<file path="src/lsd_pkg.sv">
// constants, types and level decoding shared by the segment driver files
package lsd_pkg;

   localparam int HALF_W      = 20;
   localparam int NUM_HALVES  = 2;
   localparam int SEG_W       = HALF_W * NUM_HALVES;
   localparam int SYNC_STAGES = 2;

   // clock rates in kHz
   localparam int CLK_SYS_KHZ       = 100000;
   localparam int SHIFT_CLK_MAX_KHZ = 3300;
   // least shift clock period in system cycles, rounded up
   localparam int SHIFT_MIN_CYC     = (CLK_SYS_KHZ + SHIFT_CLK_MAX_KHZ - 1) / SHIFT_CLK_MAX_KHZ;

   // values after reset of the control flops
   localparam logic [SYNC_STAGES-1:0] SYNC_RST_VAL = 2'h0;
   localparam logic                   EDGE_RST_VAL = 1'h0;

   typedef enum logic [1:0] {
      LVL_VDD,
      LVL_V2,
      LVL_V3,
      LVL_V5
   } lsd_level_e;

   typedef logic [SEG_W-1:0][1:0] lsd_seg_vec_t;

   // drive level of one segment from its latched bit and the alternation level
   function automatic lsd_level_e lsd_level(input logic bit_val, input logic alt);
      if (bit_val) begin
         return alt ? LVL_V5 : LVL_VDD;
      end
      return alt ? LVL_V3 : LVL_V2;
   endfunction

   function automatic lsd_seg_vec_t lsd_seg_vec(input logic [SEG_W-1:0] lat, input logic alt);
      lsd_seg_vec_t v;
      v = '0;
      for (int i = 0; i < SEG_W; i++) begin
         v[i] = lsd_level(lat[i], alt);
      end
      return v;
   endfunction

endpackage

</file>
<file path="src/lsd_half_if.sv">
// link between the top and one 20-bit shift half
`timescale 1ns/1ps
interface lsd_half_if;
   import lsd_pkg::*;
   logic              shift_en;
   logic              dir;
   logic              ser_in;
   logic [HALF_W-1:0] bits;

   modport ctl  (output shift_en, output dir, output ser_in, input bits);
   modport half (input shift_en, input dir, input ser_in, output bits);
endinterface

</file>
<file path="src/lsd_shift_half.sv">
// one 20-bit bidirectional shift register half, no reset
`timescale 1ns/1ps
module lsd_shift_half
   import lsd_pkg::*;
(
   input wire logic clk,
   lsd_half_if.half hif
);

   typedef struct packed {
      logic [HALF_W-1:0] bits;
   } lsd_half_s;

   lsd_half_s st_ff;
   lsd_half_s nxt_st;

   // index 0 is the first bit of the half
   always_comb begin
      nxt_st = st_ff;
      if (hif.shift_en) begin
         if (hif.dir) begin
            nxt_st.bits = {st_ff.bits[HALF_W-2:0], hif.ser_in};
         end else begin
            nxt_st.bits = {hif.ser_in, st_ff.bits[HALF_W-1:1]};
         end
      end
   end

   // contents undefined until loaded, so no reset
   always_ff @(posedge clk) begin
      st_ff <= nxt_st;
   end

   assign hif.bits = st_ff.bits;
endmodule

</file>
<file path="src/lsd_segment_driver.sv">
// serial-in 40-output segment driver: shift halves, level latch, level select
`timescale 1ns/1ps
module lsd_segment_driver
   import lsd_pkg::*;
(
   input  wire logic                 CLK_SYS,
   input  wire logic                 SRST,
   input  wire logic                 SHIFT_CLK,
   input  wire logic                 LATCH_PULSE,
   input  wire logic                 ALTERNATION_IN,
   input  wire logic                 LOW_HALF_DIR_SELECT,
   input  wire logic                 HIGH_HALF_DIR_SELECT,
   input  wire logic                 LOW_HALF_CASCADE_A_I,
   output logic                      LOW_HALF_CASCADE_A_O,
   output logic                      LOW_HALF_CASCADE_A_OE,
   input  wire logic                 LOW_HALF_CASCADE_B_I,
   output logic                      LOW_HALF_CASCADE_B_O,
   output logic                      LOW_HALF_CASCADE_B_OE,
   input  wire logic                 HIGH_HALF_CASCADE_A_I,
   output logic                      HIGH_HALF_CASCADE_A_O,
   output logic                      HIGH_HALF_CASCADE_A_OE,
   input  wire logic                 HIGH_HALF_CASCADE_B_I,
   output logic                      HIGH_HALF_CASCADE_B_O,
   output logic                      HIGH_HALF_CASCADE_B_OE,
   output lsd_pkg::lsd_seg_vec_t     SEGMENT_OUTPUTS
);

   typedef struct packed {
      logic [SYNC_STAGES-1:0]                  scl_s;
      logic                                    scl_prev;
      logic [SYNC_STAGES-1:0]                  lp_s;
      logic [SYNC_STAGES-1:0]                  alt_s;
      logic [NUM_HALVES-1:0][SYNC_STAGES-1:0]  dir_s;
      logic [NUM_HALVES-1:0][SYNC_STAGES-1:0]  ca_s;
      logic [NUM_HALVES-1:0][SYNC_STAGES-1:0]  cb_s;
      logic [NUM_HALVES-1:0]                   ca_o;
      logic [NUM_HALVES-1:0]                   ca_oe;
      logic [NUM_HALVES-1:0]                   cb_o;
      logic [NUM_HALVES-1:0]                   cb_oe;
      logic [SEG_W-1:0]                        latch;
      lsd_seg_vec_t                            seg;
   } lsd_top_s;

   lsd_top_s              st_ff;
   lsd_top_s              nxt_st;
   logic                  shift_fall;
   logic [SEG_W-1:0]      shift_bits;
   logic [NUM_HALVES-1:0] pin_a;
   logic [NUM_HALVES-1:0] pin_b;

   lsd_half_if hif [NUM_HALVES] ();

   assign pin_a = {HIGH_HALF_CASCADE_A_I, LOW_HALF_CASCADE_A_I};
   assign pin_b = {HIGH_HALF_CASCADE_B_I, LOW_HALF_CASCADE_B_I};

   // falling edge seen on the second sync stage
   assign shift_fall = st_ff.scl_prev & ~st_ff.scl_s[1];

   genvar h;
   generate
      for (h = 0; h < NUM_HALVES; h++) begin : g_half
         // each half steered by its own select
         assign hif[h].shift_en = shift_fall;
         assign hif[h].dir      = st_ff.dir_s[h][1];
         // serial input pin follows the direction
         assign hif[h].ser_in   = st_ff.dir_s[h][1] ? st_ff.ca_s[h][1]
                                                    : st_ff.cb_s[h][1];
         assign shift_bits[h*HALF_W +: HALF_W] = hif[h].bits;

         lsd_shift_half u_half (
            .clk (CLK_SYS),
            .hif (hif[h])
         );
      end
   endgenerate

   always_comb begin
      nxt_st          = st_ff;
      // two-stage synchronisers for every pin input except SRST
      nxt_st.scl_s    = {st_ff.scl_s[0], SHIFT_CLK};
      nxt_st.lp_s     = {st_ff.lp_s[0], LATCH_PULSE};
      nxt_st.alt_s    = {st_ff.alt_s[0], ALTERNATION_IN};
      nxt_st.scl_prev = st_ff.scl_s[1];
      for (int i = 0; i < NUM_HALVES; i++) begin
         nxt_st.dir_s[i] = {st_ff.dir_s[i][0],
                            (i == 0) ? LOW_HALF_DIR_SELECT : HIGH_HALF_DIR_SELECT};
         nxt_st.ca_s[i]  = {st_ff.ca_s[i][0], pin_a[i]};
         nxt_st.cb_s[i]  = {st_ff.cb_s[i][0], pin_b[i]};
         // output pin is b when shifting up, a when shifting down
         nxt_st.cb_oe[i] = st_ff.dir_s[i][1];
         nxt_st.ca_oe[i] = ~st_ff.dir_s[i][1];
         nxt_st.cb_o[i]  = hif_last(i, 1'b1);
         nxt_st.ca_o[i]  = hif_last(i, 1'b0);
      end
      // latch transparent while pulse high
      if (st_ff.lp_s[1]) begin
         nxt_st.latch = shift_bits;
      end
      nxt_st.seg = lsd_seg_vec(st_ff.latch, st_ff.alt_s[1]);
      if (SRST) begin
         // latch left out of reset on purpose
         nxt_st.scl_s    = SYNC_RST_VAL;
         nxt_st.scl_prev = EDGE_RST_VAL;
         nxt_st.lp_s     = SYNC_RST_VAL;
      end
   end

   // last bit of a half in the given direction
   function automatic logic hif_last(input int idx, input logic up);
      logic [HALF_W-1:0] b;
      b = shift_bits[idx*HALF_W +: HALF_W];
      return up ? b[HALF_W-1] : b[0];
   endfunction

   always_ff @(posedge CLK_SYS) begin
      st_ff <= nxt_st;
   end

   assign LOW_HALF_CASCADE_A_O   = st_ff.ca_o[0];
   assign LOW_HALF_CASCADE_A_OE  = st_ff.ca_oe[0];
   assign LOW_HALF_CASCADE_B_O   = st_ff.cb_o[0];
   assign LOW_HALF_CASCADE_B_OE  = st_ff.cb_oe[0];
   assign HIGH_HALF_CASCADE_A_O  = st_ff.ca_o[1];
   assign HIGH_HALF_CASCADE_A_OE = st_ff.ca_oe[1];
   assign HIGH_HALF_CASCADE_B_O  = st_ff.cb_o[1];
   assign HIGH_HALF_CASCADE_B_OE = st_ff.cb_oe[1];
   assign SEGMENT_OUTPUTS        = st_ff.seg;

   // bounds of the shift edge spacing cover
   localparam int SHIFT_GAP_LO = SHIFT_MIN_CYC;
   localparam int SHIFT_GAP_HI = SHIFT_MIN_CYC + 5;
endmodule

</file>
<file path="config.mk">
export PLATFORM = sky130hd
export DESIGN_NAME = lsd_segment_driver
export DESIGN_NICKNAME = d
export VERILOG_FILES = /design/src/lsd_pkg.sv /design/src/lsd_half_if.sv /design/src/lsd_shift_half.sv /design/src/lsd_segment_driver.sv
export SDC_FILE = /design/constraint.sdc
export NUM_CORES = 1
export LEC_CHECK = 0
export BUFFER_PORTS_ARGS = -buffer_cell sky130_fd_sc_hd__buf_2
export CORE_ASPECT_RATIO = 1.1
export CORE_MARGIN = 3
export CORE_UTILIZATION = 28
export CTS_CLUSTER_DIAMETER = 50
export DETAILED_ROUTE_END_ITERATION = 7
export PLACE_DENSITY = 0.5
export SYNTH_ARGS = -nofsm -noshare
export SYNTH_HDL_FRONTEND = slang
export SYNTH_SLANG_ARGS = --single-unit
</file>
<file path="constraint.sdc">
create_clock -name CLK_SYS -period 3.25 [get_ports CLK_SYS]
set_input_delay 0.4875 -clock CLK_SYS [delete_from_list [all_inputs] [get_ports CLK_SYS]]
set_output_delay 0.4875 -clock CLK_SYS [all_outputs]
set_load 0.05 [all_outputs]
</file>
==> results.ini <==
[drt]
wl_mm = 7.378
post_drt_wl_per_cell_um = 12.04
ant_nets = 0
routed_via_density = 3.688
drt_iter0_drc = 127
num_vias = 2261
first_pass_iters = 4
drc = 0

[logic_synthesis]
synth-simple-area-share_pct = 0.6890
synth_xor_xnor_area_share_pct = 6.431
synth_compound_area_share_pct = 0
synth.distinct_cells = 10
yosys_warnings = 0
syn-cell-area_um2 = 5448
synthMuxAreaShare_pct = 10.89
syn_nets = 336
postSynthAreaPerCell_um2 = 16.76
synth_top_family_by_area = buffers and inverters
synth_fa_ha_area_share_pct = 0
ys_seq_area_share_pct = 69.09
ys_ff_latch = 148
syn_inst = 325

[final_layout]
final_cells = 613
fin_nets = 368
syn_to_final_growth_pct = 13.07
regArea_um2 = 3766
n_antenna_cell = 0
layout_commonest_cell = buf_2
multiInputGateArea_um2 = 988.4
final_cell_mix = buf_2 (98), edfxtp_1 (80), dfxtp_1 (66), xnor2_1 (40), mux2_4 (38)
nFillCells = 1862
drive_gt1_share_pct = 46.76

[floorplanning]
coreArea_um2 = 18740
dieHeight_um = 152.3
ios = 99
num_rows = 52
die_area_um2 = 21170
die_w_um = 139.0
initial_core_util_pct = 29.07

[global_route]
grt_usage_pct = 7.391
grt_pass1_wl_mm = 11.91
antenna_found_initial = 0
met3_usage_pct = 3.515
first_global_vias = 2193
top_usage_layer = met2
grt_overflow = 0
met1_usage_pct = 8.995
grt_max_degree = 41
grt.met2_usage_pct = 10.58

[worst_setup_path]
crit_arrival_ns = 1.63
critPathMaxFanout = 40
slowest_stage = dfxtp_1
crit_required_ns = 2.76
path_class = reg2out
path_cells = buf_2
crit_buf_inv = 1
cp-end-kind = output pin
critPathLaunchType = flop
crit_family = flip-flops
max_stage_delay_ns = 0.83

[power_and_ir_drop]
seqPwrFrac_pct = 48.0
p_sw_mw = 1.057
switching_share_pct = 24.35
p_leak_nw = 2.424
ir_drop_uv = 333.4
power_frac_comb_pct = 9.3
p_int_mw = 3.284
clkPwrFrac_pct = 42.7
power_density_nw_per_um2 = 704.7

[timing]
fmax_mhz = 471.6
finClkSkew_ns = 0.007939
tns_ns = 0
fin_crit_ns = 2.120
grt_setup_unrepaired = no
tightest_slew_ns = 0.9724
finalHoldViolations = 0
finalSetupViolations = 0
fin_crit_sh_pct = 65.24
slew_headroom_pct = 35.18
final_max_slew_viol_count = 0

[place]
dp_hpwl_mm = 4.568
numPortBuffers = 98
gp_congestion = 0.6434
placed_cells_incl_taps = 581

[clocking]
clkLatencyLatePin_ns = 0.41
clk_pin_slew_ns = 0.06
hold_buffers = 0
cts_tree = built
post_cts_resized = 0
numCtsBuffers = 17
cts_max_level = 4
root_buffer = clkbuf_16
cts_setup_buffers = 0
cts_max_path_buffers = 2
clock_sinks = 148

[run]
maxCapViolations = 0

[hold_path]
hp-class = in2reg

[outcome]
status = completed

per-layer routing:
layer / routed length (um) / share of wire [%]
met1: 3311 / 45
met2: 3293 / 45
met3: 588 / 8.0
met4: 183 / 2.5
met5: 0 / 0
synthesized netlist by cell type:
| cell | count | area (um^2) |
|---|---|---|
| buf_6 | 8 | 90.09 |
| dfxtp_1 | 68 | 1361 |
| mux2_4 | 38 | 570.6 |
| nor2b_1 | 6 | 37.54 |
| xnor2_1 | 40 | 350.3 |
| mux2_2 | 2 | 22.52 |
| buf_4 | 80 | 600.6 |
| buf_2 | 1 | 5.000 |
| edfxtp_1 | 80 | 2402 |
| inv_1 | 2 | 7.510 |
stage by stage:
stage               setup WS, ns  hold slack [ns]  utilization [%]  power (mW)  instance area [um^2]
floorplan                 0.7063           0.3096                -       2.540                  5448
global placement           1.563           0.3100            29.81       2.533                  5587
detailed placement         1.516           0.3121            29.81       2.536                  5587
CTS                        1.063           0.1448            32.87       4.415                  6160
global route              0.9064           0.1405            32.87       4.510                  6160
finish                     1.130           0.1716            32.87       4.341                  6160
registers in the layout (all words and copies together) (netlist names):
signal                  cells
HIGH_HALF_CASCADE_B_O       1
g_half.u_half.hif.bits     40
HIGH_HALF_CASCADE_A_O       1
LOW_HALF_CASCADE_B_O        1
hif.dir                     2
LOW_HALF_CASCADE_B_OE       1
nxt_st                      7
LOW_HALF_CASCADE_A_O        1
HIGH_HALF_CASCADE_A_OE      1
HIGH_HALF_CASCADE_B_OE      1
LOW_HALF_CASCADE_A_OE       1
SEGMENT_OUTPUTS            41
st_ff                      50
layout make-up:
cell class	count	area share [%]
Tap cell	243	4.936
Multi-Input combinational cell	86	16.05
Clock inverter	7	0.7109
Inverter	2	0.1219
Clock buffer	25	8.592
Timing Repair Buffer	102	8.450
Sequential cell	148	61.14
kinds of logic (layout without fill, tap and decap cells):
family,after synthesis,in the layout
flip-flops,148,148
buffers and inverters,91,136
XOR/XNOR,40,40
multiplexers,40,40
AND/OR/NAND/NOR,6,6
worst paths after layout:
| path | start | endpoint | slack [ns] | cells after the start |
|---|---|---|---|---|
| worst max register to register | st_ff[146] | g_half[1].u_half.hif.bits[18] | 1.65 | 2 |
| worst min register to register | nxt_st[131] | st_ff[131] | 0.33 | 0 |
| worst max-delay path | SEGMENT_OUTPUTS[25] | SEGMENT_OUTPUTS[13] | 1.13 | 1 |
| worst min-delay path | LOW_HALF_CASCADE_B_I | nxt_st[129] | 0.17 | 1 |
power groups by stage:
stage | logic (mW) | clock network [mW] | registers [mW]
after floorplan | 0.417 | 0 | 2.12
after global placement | 0.408 | 0 | 2.13
after detailed placement | 0.409 | 0 | 2.13
after CTS | 0.410 | 1.92 | 2.09
after global routing | 0.420 | 1.99 | 2.10
final | 0.404 | 1.85 | 2.08
No activity file was read; power rests on OpenSTA's default activity.
